$ cat config.mk
export PLATFORM = sky130hd
export DESIGN_NAME = i2c_master_scl_timing
export DESIGN_NICKNAME = d
export VERILOG_FILES = /design/src/inc/i2c_timing_pkg.sv /design/src/design/i2c_master_scl_timing.sv
export VERILOG_INCLUDE_DIRS = /design/src /design/src/inc
export SDC_FILE = /design/constraint.sdc
export NUM_CORES = 1
export LEC_CHECK = 0
export BUFFER_PORTS_ARGS = -buffer_cell sky130_fd_sc_hd__buf_2
export CORE_MARGIN = 4
export CORE_UTILIZATION = 40
export DETAILED_ROUTE_END_ITERATION = 8
export GPL_ROUTABILITY_DRIVEN = 1
export SETUP_SLACK_MARGIN = 0.3
export SKIP_CTS_REPAIR_TIMING = 1
export SLEW_MARGIN = 20
export SYNTH_ARGS = -nofsm -noshare
export SYNTH_HDL_FRONTEND = slang
export SYNTH_SLANG_ARGS = --single-unit
$ cat constraint.sdc
create_clock -name clk -period 5 [get_ports clk]
set_input_delay 0 -clock clk [delete_from_list [all_inputs] [get_ports clk]]
set_output_delay 0 -clock clk [all_outputs]
set_load 0.05 [all_outputs]
$ cat src/inc/i2c_timing_cfg.svh
// Purpose: offsets, field positions, reset values and timing counts of the scl timing engine
// Assumes: included by bare name; definitions only
// Notes:   count registers hold raw programmed values, phase lengths add fixed extras
`ifndef I2C_TIMING_CFG_SVH
`define I2C_TIMING_CFG_SVH
// register byte offsets
`define OFF_CMD        8'h00
`define OFF_STATUS     8'h04
`define OFF_HIGH       8'h08
`define OFF_LOW        8'h0c
`define OFF_SETUP      8'h10
`define OFF_FREE       8'h14
// command register fields
`define CMD_LSB        0
`define CMD_MSB        2
`define CMD_BIT_POS    8
// status register fields
`define ST_BUSY_POS    0
`define ST_RX_POS      1
`define ST_HELD_POS    2
`define ST_ERR_POS     3
`define ST_PEND_POS    4
// system clock period in ns, phases are counted in its cycles
`define SYS_CLK_NS     16
// reset counts: (high + low) * 16 ns = 10 us, i.e. 100 kHz scl while loading
`define RST_HIGH       16'h0136
`define RST_LOW        16'h013b
`define RST_SETUP      16'h0136
`define RST_FREE       16'h0136
// fixed extras added to each programmed count
`define ADD_HIGH       17'h00005
`define ADD_LOW        17'h00002
`define ADD_SETUP      17'h00001
`define ADD_FREE       17'h00002
// axi answers
`define RESP_OKAY      2'h0
`define RESP_SLVERR    2'h2
`endif

$ cat src/inc/i2c_timing_pkg.sv
// Purpose: types of the scl timing engine
// Assumes: nothing
// Notes:   numbers live in i2c_timing_cfg.svh
package i2c_timing_pkg;
    // bus phase
    typedef enum logic [3:0] {
        IDLE, START_SETUP, START_HOLD, HOLD, LOW, HIGH,
        RS_LOW, STOP_LOW, STOP_SETUP, BUS_FREE
    } phase_t;
    // software command codes
    typedef enum logic [2:0] {
        CMD_NONE  = 3'h0,
        CMD_START = 3'h1,
        CMD_STOP  = 3'h2,
        CMD_WRITE = 3'h3,
        CMD_READ  = 3'h4
    } cmd_t;
endpackage

$ cat src/design/i2c_master_scl_timing.sv
// Purpose: i2c master bit engine with programmable scl phase timing, axi4-lite registers
// Assumes: clk is the system clock all phases are counted in; pins are open-drain
// Notes:   commands are queued one deep; timing counts are latched at each start
// What this block does
// - scl high lasts high count plus five
// - scl low lasts low count plus two
// - start hold lasts setup count plus one
// - repeated start setup lasts setup count plus one
// - stop setup keeps scl high count plus five
// - bus free is half high plus extra plus two
// - all intervals counted in 16 ns system clocks
// - boot at 100 kHz, reprogrammable up to 400 kHz
// - scl period is high plus low counts plus seven, plus the held cycles
//
// Chosen here: the AXI4-Lite slave port and the placing of the registers.
`timescale 1ns/10ps
`include "i2c_timing_cfg.svh"
module i2c_master_scl_timing #(
    parameter int CW = 16                       // width of each count register
) (
    input  wire logic          clk,             // system clock
    input  wire logic          reset,           // synchronous, active high
    input  wire logic [7:0]    s_axi_awaddr,
    input  wire logic          s_axi_awvalid,
    output logic               s_axi_awready,
    input  wire logic [31:0]   s_axi_wdata,
    input  wire logic [3:0]    s_axi_wstrb,
    input  wire logic          s_axi_wvalid,
    output logic               s_axi_wready,
    output logic [1:0]         s_axi_bresp,
    output logic               s_axi_bvalid,
    input  wire logic          s_axi_bready,
    input  wire logic [7:0]    s_axi_araddr,
    input  wire logic          s_axi_arvalid,
    output logic               s_axi_arready,
    output logic [31:0]        s_axi_rdata,
    output logic [1:0]         s_axi_rresp,
    output logic               s_axi_rvalid,
    input  wire logic          s_axi_rready,
    input  wire logic          sda_in,          // sda line level
    output logic               scl_oe,          // high pulls scl low
    output logic               sda_oe           // high pulls sda low
);
    // all state of the block
    typedef struct packed {
        i2c_timing_pkg::phase_t phase;           // current bus phase
        logic [CW:0]            cnt;             // cycles spent in phase
        logic [CW-1:0]          high, low, hold_setup, free_extra; // software counts
        logic [CW-1:0]          sh_high, sh_low, sh_hold_setup, sh_free_extra; // latched copies
        i2c_timing_pkg::cmd_t   cmd;             // queued command
        logic                   cmd_bit, rx_bit, err; // queued data bit, sampled bit, refusal
        logic                   scl_oe, sda_oe, aw_hold, w_hold; // pin drives, held halves
        logic [7:0]             awaddr;
        logic [31:0]            wdata;
        logic [3:0]             wstrb;
        logic                   awready, wready, bvalid, arready, rvalid;
        logic [1:0]             bresp, rresp;
        logic [31:0]            rdata;
    } state_t;
    state_t      r, n;                           // registered and next state
    logic [CW:0] lim;                            // length of current phase
    logic        done;                           // last cycle of phase
    // byte-lane merge of a count register
    function automatic logic [CW-1:0] merge(input logic [CW-1:0] old,
                                            input logic [31:0] d, input logic [3:0] s);
        logic [31:0] t;
        t = 32'(old);
        for (int i = 0; i < 4; i++) begin
            if (s[i]) begin
                t[i*8 +: 8] = d[i*8 +: 8];
            end
        end
        return t[CW-1:0];
    endfunction
    // phase length from latched counts, in system clock cycles
    always_comb begin
        unique case (r.phase)
            i2c_timing_pkg::HIGH, i2c_timing_pkg::STOP_SETUP:
                lim = {1'b0, r.sh_high} + `ADD_HIGH;
            i2c_timing_pkg::LOW, i2c_timing_pkg::RS_LOW, i2c_timing_pkg::STOP_LOW:
                lim = {1'b0, r.sh_low} + `ADD_LOW;
            i2c_timing_pkg::START_SETUP, i2c_timing_pkg::START_HOLD:
                lim = {1'b0, r.sh_hold_setup} + `ADD_SETUP;
            i2c_timing_pkg::BUS_FREE:
                lim = {2'b00, r.sh_high[CW-1:1]} + {1'b0, r.sh_free_extra} + `ADD_FREE;
            default:
                lim = {(CW+1){1'b1}};                                // untimed phases
        endcase
        done = (r.cnt == lim - {{CW{1'b0}}, 1'b1});
    end
    // next state: bus slave, command queue and phase sequencer
    always_comb begin
        n = r;
        if (s_axi_awvalid && r.awready) begin // address and data taken in either order
            n.aw_hold = 1'b1;
            n.awaddr  = s_axi_awaddr;
        end
        if (s_axi_wvalid && r.wready) begin
            n.w_hold = 1'b1;
            n.wdata  = s_axi_wdata;
            n.wstrb  = s_axi_wstrb;
        end
        if (r.bvalid && s_axi_bready) begin
            n.bvalid = 1'b0;
        end
        if (r.aw_hold && r.w_hold && !r.bvalid) begin // write once both halves are held
            n.aw_hold = 1'b0;
            n.w_hold  = 1'b0;
            n.bvalid  = 1'b1;
            n.bresp   = `RESP_OKAY;
            unique case (r.awaddr)
                `OFF_CMD: begin
                    if (r.wstrb[0] || r.wstrb[1]) begin
                        if (r.cmd != i2c_timing_pkg::CMD_NONE) begin // queue full: refuse
                            n.err = 1'b1;
                        end else begin
                            n.cmd     = i2c_timing_pkg::cmd_t'(r.wdata[`CMD_MSB:`CMD_LSB]);
                            n.cmd_bit = r.wdata[`CMD_BIT_POS];
                        end
                    end
                end
                `OFF_STATUS: begin
                    if (r.wstrb[0] && r.wdata[`ST_ERR_POS]) begin
                        n.err = 1'b0;                 // write one to clear
                    end
                end
                `OFF_HIGH: n.high = merge(r.high, r.wdata, r.wstrb);
                `OFF_LOW:  n.low  = merge(r.low,  r.wdata, r.wstrb);
                `OFF_SETUP: n.hold_setup = merge(r.hold_setup, r.wdata, r.wstrb);
                `OFF_FREE:  n.free_extra = merge(r.free_extra, r.wdata, r.wstrb);
                default:   n.bresp = `RESP_SLVERR;
            endcase
        end
        if (r.rvalid && s_axi_rready) begin // read channel
            n.rvalid = 1'b0;
        end
        if (s_axi_arvalid && r.arready) begin
            n.rvalid = 1'b1;
            n.rresp  = `RESP_OKAY;
            n.rdata  = 32'h00000000;
            unique case (s_axi_araddr)
                `OFF_CMD: begin
                    n.rdata[`CMD_MSB:`CMD_LSB] = r.cmd;
                    n.rdata[`CMD_BIT_POS]      = r.cmd_bit;
                end
                `OFF_STATUS: begin
                    n.rdata[`ST_BUSY_POS] = (r.phase != i2c_timing_pkg::IDLE)
                                         && (r.phase != i2c_timing_pkg::HOLD);
                    n.rdata[`ST_RX_POS]   = r.rx_bit;
                    n.rdata[`ST_HELD_POS] = (r.phase == i2c_timing_pkg::HOLD);
                    n.rdata[`ST_ERR_POS]  = r.err;
                    n.rdata[`ST_PEND_POS] = (r.cmd != i2c_timing_pkg::CMD_NONE);
                end
                `OFF_HIGH: n.rdata[CW-1:0] = r.high;
                `OFF_LOW:  n.rdata[CW-1:0] = r.low;
                `OFF_SETUP: n.rdata[CW-1:0] = r.hold_setup;
                `OFF_FREE:  n.rdata[CW-1:0] = r.free_extra;
                default:   n.rresp = `RESP_SLVERR;
            endcase
        end
        n.cnt = r.cnt + {{CW{1'b0}}, 1'b1}; // phase sequencer counts every cycle of a timed phase; idle and hold keep it at zero
        unique case (r.phase)
            i2c_timing_pkg::IDLE: begin
                n.cnt = '0;
                if (r.cmd == i2c_timing_pkg::CMD_START) begin
                    n.cmd     = i2c_timing_pkg::CMD_NONE;
                    n.sh_high = r.high;
                    n.sh_low  = r.low;
                    n.sh_hold_setup = r.hold_setup;
                    n.sh_free_extra = r.free_extra;
                    n.sda_oe  = 1'b1;                 // start: sda falls, scl high
                    n.phase   = i2c_timing_pkg::START_HOLD;
                end else if (r.cmd != i2c_timing_pkg::CMD_NONE) begin
                    n.cmd = i2c_timing_pkg::CMD_NONE; // no bus owned: refuse
                    n.err = 1'b1;
                end
            end
            i2c_timing_pkg::HOLD: begin
                n.cnt = '0;
                unique case (r.cmd)
                    i2c_timing_pkg::CMD_WRITE, i2c_timing_pkg::CMD_READ: begin
                        n.sda_oe = (r.cmd == i2c_timing_pkg::CMD_WRITE) & ~r.cmd_bit;
                        n.phase  = i2c_timing_pkg::LOW;
                    end
                    i2c_timing_pkg::CMD_STOP: begin
                        n.sda_oe = 1'b1;
                        n.phase  = i2c_timing_pkg::STOP_LOW;
                    end
                    i2c_timing_pkg::CMD_START: begin
                        n.sh_high = r.high;
                        n.sh_low  = r.low;
                        n.sh_hold_setup = r.hold_setup;
                        n.sh_free_extra = r.free_extra;
                        n.sda_oe  = 1'b0;
                        n.phase   = i2c_timing_pkg::RS_LOW;
                    end
                    default: ;
                endcase
                if (r.cmd != i2c_timing_pkg::CMD_NONE) begin
                    n.cmd = i2c_timing_pkg::CMD_NONE;
                end
            end
            default: begin
                if (done) begin
                    n.cnt = '0;
                    unique case (r.phase)
                        i2c_timing_pkg::START_SETUP: begin
                            n.sda_oe = 1'b1;
                            n.phase  = i2c_timing_pkg::START_HOLD;
                        end
                        i2c_timing_pkg::START_HOLD: begin
                            n.scl_oe = 1'b1;
                            n.phase  = i2c_timing_pkg::HOLD;
                        end
                        i2c_timing_pkg::LOW: begin
                            n.scl_oe = 1'b0;
                            n.phase  = i2c_timing_pkg::HIGH;
                        end
                        i2c_timing_pkg::HIGH: begin
                            n.rx_bit = sda_in;        // sample at end of high
                            n.scl_oe = 1'b1;
                            n.phase  = i2c_timing_pkg::HOLD;
                        end
                        i2c_timing_pkg::RS_LOW: begin
                            n.scl_oe = 1'b0;
                            n.phase  = i2c_timing_pkg::START_SETUP;
                        end
                        i2c_timing_pkg::STOP_LOW: begin
                            n.scl_oe = 1'b0;
                            n.phase  = i2c_timing_pkg::STOP_SETUP;
                        end
                        i2c_timing_pkg::STOP_SETUP: begin
                            n.sda_oe = 1'b0;
                            n.phase  = i2c_timing_pkg::BUS_FREE;
                        end
                        default: begin
                            n.phase  = i2c_timing_pkg::IDLE;
                        end
                    endcase
                end
            end
        endcase
        n.awready = !n.aw_hold && !n.bvalid;   // readies follow the held state
        n.wready  = !n.w_hold && !n.bvalid;
        n.arready = !n.rvalid;
    end
    // register the state
    always_ff @(posedge clk) begin
        if (reset) begin
            r       <= '0;                            // idle phase, no command, bus released
            r.high  <= `RST_HIGH;
            r.low   <= `RST_LOW;
            r.hold_setup <= `RST_SETUP;
            r.free_extra <= `RST_FREE;
        end else begin
            r <= n;
        end
    end
    assign s_axi_awready = r.awready;
    assign s_axi_wready  = r.wready;
    assign s_axi_bvalid  = r.bvalid;
    assign s_axi_bresp   = r.bresp;
    assign s_axi_arready = r.arready;
    assign s_axi_rvalid  = r.rvalid;
    assign s_axi_rresp   = r.rresp;
    assign s_axi_rdata   = r.rdata;
    assign scl_oe        = r.scl_oe;
    assign sda_oe        = r.sda_oe;
endmodule

Word-level counts from Yosys, hierarchy flattened
Cells that the tools add are included.
- register bits after elaboration: 210
- input bits: 60
- logic and storage cells: 160
- output and inout bits: 43
- reductions and logical operators: 47
- equality and inequality tests: 27
- $add $sub $neg: 7
- multiplexer cells: 42
- bitwise logic cells: 4
- operators by type and width (cell ; number):
    67-bit case mux with 2 select lines ; 1
    17-bit case mux with 4 select lines ; 1
    64-bit two-way mux ; 1
    21-bit case mux with 2 select lines ; 1
    3-bit AND reduction ; 11
    8-bit by 4-bit equality test with 1-bit output, second input constant ; 4
    8-bit by 5-bit equality test with 1-bit output, second input constant ; 4
    7-bit case mux with 4 select lines ; 1
    4-bit case mux with 6 select lines ; 1
    21-bit two-way mux ; 1
    4-bit two-way mux ; 5
    3-bit case mux with 6 select lines ; 1
    15-bit by 16-bit adder with 17-bit output ; 1
    16-bit by 1-bit adder with 17-bit output, second input constant ; 1
    16-bit by 2-bit adder with 17-bit output, second input constant ; 1
    16-bit by 3-bit adder with 17-bit output, second input constant ; 1
    17-bit by 1-bit adder with 17-bit output, second input constant ; 1
    17-bit by 2-bit adder with 17-bit output, second input constant ; 1
    17-bit equality test ; 1
    17-bit by 1-bit subtractor with 17-bit output, second input constant ; 1
    4-bit by 3-bit equality test with 1-bit output, second input constant ; 4
    8-bit by 3-bit equality test with 1-bit output, second input constant ; 2
    8-bit zero test ; 2
    1-bit two-way mux ; 15
    other kinds (30) ; 64

Depth between registers and ports, before layout
- depth after elaboration: 8
- mapped depth: 22

Least setup slack after synthesis
OpenSTA, ideal clock, no wires.
- path kind: reg2reg
- start point: reg r[145] in the netlist's numbering
- end point: reg r[233] in the netlist's numbering
- setup time: 0.062 ns
- clock period less this slack: 4.486 ns
- buffers on the path: 3
- path slack: 0.514 ns
- stages on the path, launching flop included: 22
- data arrival time: 4.424 ns
- data required time: 4.938 ns
- cells stage by stage: dfxtp_1 > buf_2 > inv_1 > ha_1 > inv_1 > ha_1 > inv_1 > fa_1 > nand2b_1 > a21oi_1 > o21ai_1 > xnor2_1 > a2111oi_2 > and3_1 > nand4_1 > or2_0 > a211o_1 > o2111a_2 > or3_1 > buf_6 > buf_8 > nor2_4
- cells in the longest elaborated chain, start to end: 7
- elaborated cells on any way between the ends: 8
- classes of those cells: add/sub (4); eq/ne (1); mux (3)
- ends and longest elaborated chain (what ; line ; text):
    start, declared ; i2c_master_scl_timing.sv:60 ; state_t r, n;
    start signal, assigned ; i2c_master_scl_timing.sv:256 ; r <= n;
    15-bit by 16-bit adder with 17-bit output ; i2c_master_scl_timing.sv:85 ; lim = {2'b00, r.sh_high[CW-1:1]} + {1'b0, r.sh_free_extra} + `ADD_FREE;
    17-bit by 2-bit adder with 17-bit output (no line) ; - ;
    17-bit case mux with 4 select lines * ; i2c_master_scl_timing.sv:77 ; unique case (r.phase)
    17-bit by 1-bit subtractor with 17-bit output * ; i2c_master_scl_timing.sv:89 ; done = (r.cnt == lim - {{CW{1'b0}}, 1'b1});
    17-bit equality test * ; i2c_master_scl_timing.sv:89 ;
    21-bit two-way mux * ; i2c_master_scl_timing.sv:204 ; if (done) begin
    21-bit case mux with 2 select lines * ; i2c_master_scl_timing.sv:162 ; unique case (r.phase)
Mark *: on every way between the ends. The rest lies on a longest branch, timed or not. The select of a mux whose other input is x is not followed.
A chain may end at the register's enable or synchronous reset.

Worst setup path in the final report
- start point: reg r[98] in the netlist's numbering
- end point: reg r[236] in the netlist's numbering
- cells in the longest elaborated chain, start to end: 7
- ends and longest elaborated chain (what ; line):
    15-bit by 16-bit adder with 17-bit output ; i2c_master_scl_timing.sv:85
    17-bit by 2-bit adder with 17-bit output (no line) ; -
    17-bit case mux with 4 select lines ; i2c_master_scl_timing.sv:77
    17-bit by 1-bit subtractor with 17-bit output ; i2c_master_scl_timing.sv:89
    17-bit equality test ; i2c_master_scl_timing.sv:89
    21-bit two-way mux ; i2c_master_scl_timing.sv:204
    21-bit case mux with 2 select lines ; i2c_master_scl_timing.sv:162
No other way between the ends. The select of a mux whose other input is x is not followed.

==> results <==
- The placed instance area is 12300 sq um.
- The post-synthesis share of cell area spent on full adders, half adders and majority gates is 3.88%.
- STA puts the critical path data arrival time at 4.92 ns.
- Data on the critical path is required at its endpoint by 5.47 ns.
- The worst-case clock skew is 0.0117 ns.
- By area, the combinational part of the netlist is dominated by simple AND/OR/NAND/NOR gates.
- The number of sinks handled by clock tree synthesis is 208.
- The count of final setup violators is 0.
- The cell count of the worst hold path is 4.
- After clock tree synthesis, the clock-pin slew on the worst setup and hold paths is 0.06 ns.
- In the synthesized netlist the dominant register cell turns out to be dfxtp_1.
- The iteration count of the initial detailed-routing pass is 5.
- In this run the tool buffered the top-level ports with 66 buffer cells.
- The final route contains 10372 vias.
- Power spread over the standard cell area amounts to 297 nW/um^2.
- Across all hold checks on the routed design, the worst slack comes to -0.0539 ns.
- The deepest level of the CTS H-tree is 1.
- The number of global-route vias before repair was 9832.
- The insertion delay to the later sink of the worst-skew pair is 0.53 ns.
- The tree is rooted in a clkbuf_16.
- 0 antenna diodes ended up in the layout.
- The worst setup path is of the reg -> reg kind.
- In this run the cell area of the synthesized design comes to 11800 sq um.
- The count of final hold-check violations is 8.
- The finished cells cover 13500 sq um.
- The mux cell area share after synthesis is 7.14%.
- The total overflow left after global routing is 0.
- The detailed-route vias per instance is 5.43.
- The Yosys step of the flow raised 0 warnings.
- The count of max-cap constraint violations is 0.
- The share of the synthesized area in compound gates (AO/OA/AOI/OAI) is 17.0%.
- The cell type with the highest aggregate area in the netlist is dfxtp_1.
- The share of the clock period used by the worst path is 89.1%.
- After layout, the design draws a total of 0.00400 W.
- Measured in cells, the most critical reg-to-reg path has a length of 15.
- Setup repair after global routing left no endpoint under its margin.
- The initial antenna violation count is 0.
- The initial utilization of the core area, before any placement, comes to 40.8%.
- The area fraction of the dominant cell type after synthesis is 35.2%.
- In this run, the number of DRC markers left after iteration 0 of detailed routing was 672.
- From synthesis to final layout, the design area changed by 13.8%.
- The standard cell core area is 28900 sq um.
- In the final routed layout, each cell accounts on average for 17.0 um.
- The worst setup slack after layout is 0.547 ns.
- The synthesized design contains 208 register bits.
- Before CTS, the worst setup slack after placement is 0.150 ns.
- The per-instance average area after synthesis is 8.08 sq um.
- The longest clock path from root to sink contains 3 buffers.
- The routability-driven placement congestion ratio is 0.881.
- The first global-routing pass estimated 52800 um of wire.
- Yosys mapped a number of flops with a built-in enable equal to 0.
- For the pin with the worst max-slew slack, the measured transition is 1.05 ns.
- The final count of pins violating max slew is 0.
- The fmax is 225 MHz.
- The floorplan step set the die height to 180 um.
- For this run, the total global-route usage over all layers was measured as 19.3%.
- The floorplan step set the die width to 180 um.
- At the end of the flow, the number of nets in the layout was 1607.
- STA classifies the critical path startpoint as a flip-flop.
- The largest fanout of any net on the critical path is 17.
- Summed over all cells, the static leakage comes to 4.77 nW.
- The number of unique standard cell types used by synthesis is 88.
- Summing the areas of all and, or, nand and nor instances in the mapped netlist gives 25.0% of the synthesized area.
- The maximum number of pins on one net before global-route repair is 134.
- In this run the tightest slew margin relative to its limit is 30.0%.
- The top-level port count is 103.
- The run finished, with violations left.
- The final reports fail on hold timing.
- In the routed design, unresolved DRC markers number 0.
- The sort of element at the end of the critical path is a flip-flop.
- Of the total synthesized cell area, the portion taken by XOR and XNOR cells is 5.34%.
- The total die area is 32400 sq um.
- By area the synthesized netlist is led by dfxtp_1 (35%), nand2_1 (7.4%), mux2i_1 (6.9%).
- Across the VDD grid, the largest voltage drop is 249 uV.
- The HPWL after detailed placement is 23900 um.
- The fraction of synthesis flops using an asynchronous set or reset pin is 0%.
- The remaining antenna violation count after routing is 0.
- The path category of the worst min-delay check is in -> reg.
- Of the synthesized area, sequential elements account for 35.2%.
- The total detailed-routing wirelength is 32600 um.
- The total negative setup slack is 0 ns.
- The number of core rows is 62.
- Synthesis handed over a netlist of 1462 instances.
- The number of buffers inserted during clock tree synthesis is 23.
- TritonCTS built the clock tree.
- The fraction of final layout cells sized beyond drive strength 1 is 12.2%.
- The worst path needs 4.45 ns of the cycle, external delays included.
[synthesized netlist by cell type (24+ instances only)]
cell type  count
nand2_1      232
dfxtp_1      208
nor2_1       145
a21oi_1      130
mux2i_1       82
clkbuf_1      50
xnor2_1       43
buf_4         42
nand3_1       40
nor3_1        38
ha_1          35
nor2b_1       30
xor2_1        29
inv_1         26
a211o_1       24
[state kept, by name (all words and copies together) (netlist names)]
name and cells:
s_axi_rvalid 1, s_axi_arready 1, s_axi_bresp 1, s_axi_rresp 1, s_axi_rdata 16, scl_oe 1
s_axi_bvalid 1, s_axi_wready 1, r 183, s_axi_awready 1, sda_oe 1
[final cells by class]
class | instances | area, sq um
fillers | 2888 | 15500
clock inverters | 9 | 113
multi-input cells | 1126 | 7050
inverters | 26 | 97.6
clock buffers | 32 | 679
repair buffers | 126 | 868
well taps | 384 | 480
flip-flops and latches | 208 | 4170
[critical path, stage by stage, from the launching register on]
cell       delay, ns
dfxtp_1         0.31
ha_1            0.30
ha_1            0.38
o211a_1         0.29
a22oi_2         0.23
a21oi_1         0.17
a2111oi_2       0.28
mux2_1          0.37
a211oi_2        0.34
nand4_1         0.23
or2_1           0.28
a211o_1         0.30
o2111a_2        0.28
or3_1           0.32
buf_6           0.20
nor2_4          0.11
[through the flow]
step,util [%],cells
2_1_floorplan,-,1479
3_5_place_dp,42.4,1837
4_1_cts,45.1,1878
6_report,46.5,1911
5_1_grt,46.5,1911
3_3_place_gp,42.4,1837
[cells by family (layout without fill, tap and decap cells)]
logic type,after synthesis,count (layout)
xor gates and xnor gates,72,72
adders and majority gates,36,36
and+or+nand+nor,616,616
other,1,18
DFF,208,208
AOI/OAI and AO/OA,300,300
buffers and inverters,145,193
muxes,84,84
[cells in the final DEF, fill, tap and decap left out, drive strengths merged, types with 8 or more instances in the layout]
cell,instances
a211o,24
a211oi,8
a21oi,134
a22oi,13
and3,11
buf,95
clkbuf,32
conb,18
dfxtp,208
dlygate4sd3,31
ha,35
inv,27
mux2i,82
nand2,232
nand2b,13
nand3,41
nand4,19
nor2,156
nor2b,30
nor3,39
nor4,15
o2111ai,8
o211ai,8
o21ai,28
o22ai,23
or2,8
or3,17
xnor2,43
xor2,29
[layer usage]
layer | track usage, % | share of wire, % | routed length [um]
met5 | 0 | 0 | 0
met1 | 26.7 | 47 | 15300
met3 | 3.25 | 5.3 | 1730
met2 | 31.5 | 45 | 14800
met4 | 5.09 | 2.4 | 788
[worst paths after layout]
| kind | start | end | slack, ns |
|---|---|---|---|
| worst min-delay path | s_axi_awvalid | r[84] | -0.05 |
| worst max register to register | r[98] | r[236] | 0.55 |
| worst max-delay path | r[98] | r[236] | 0.55 |
| worst min register to register | r[96] | r[96] | 0.46 |
[power by group]
group / internal, W / switching [W]
Clock: 0.00105 / 0.000699
Sequential: 0.00168 / 0.0000291
Combinational: 0.000185 / 0.000349
Total: 0.00292 / 0.00108
(Power assumes the default switching activity.)
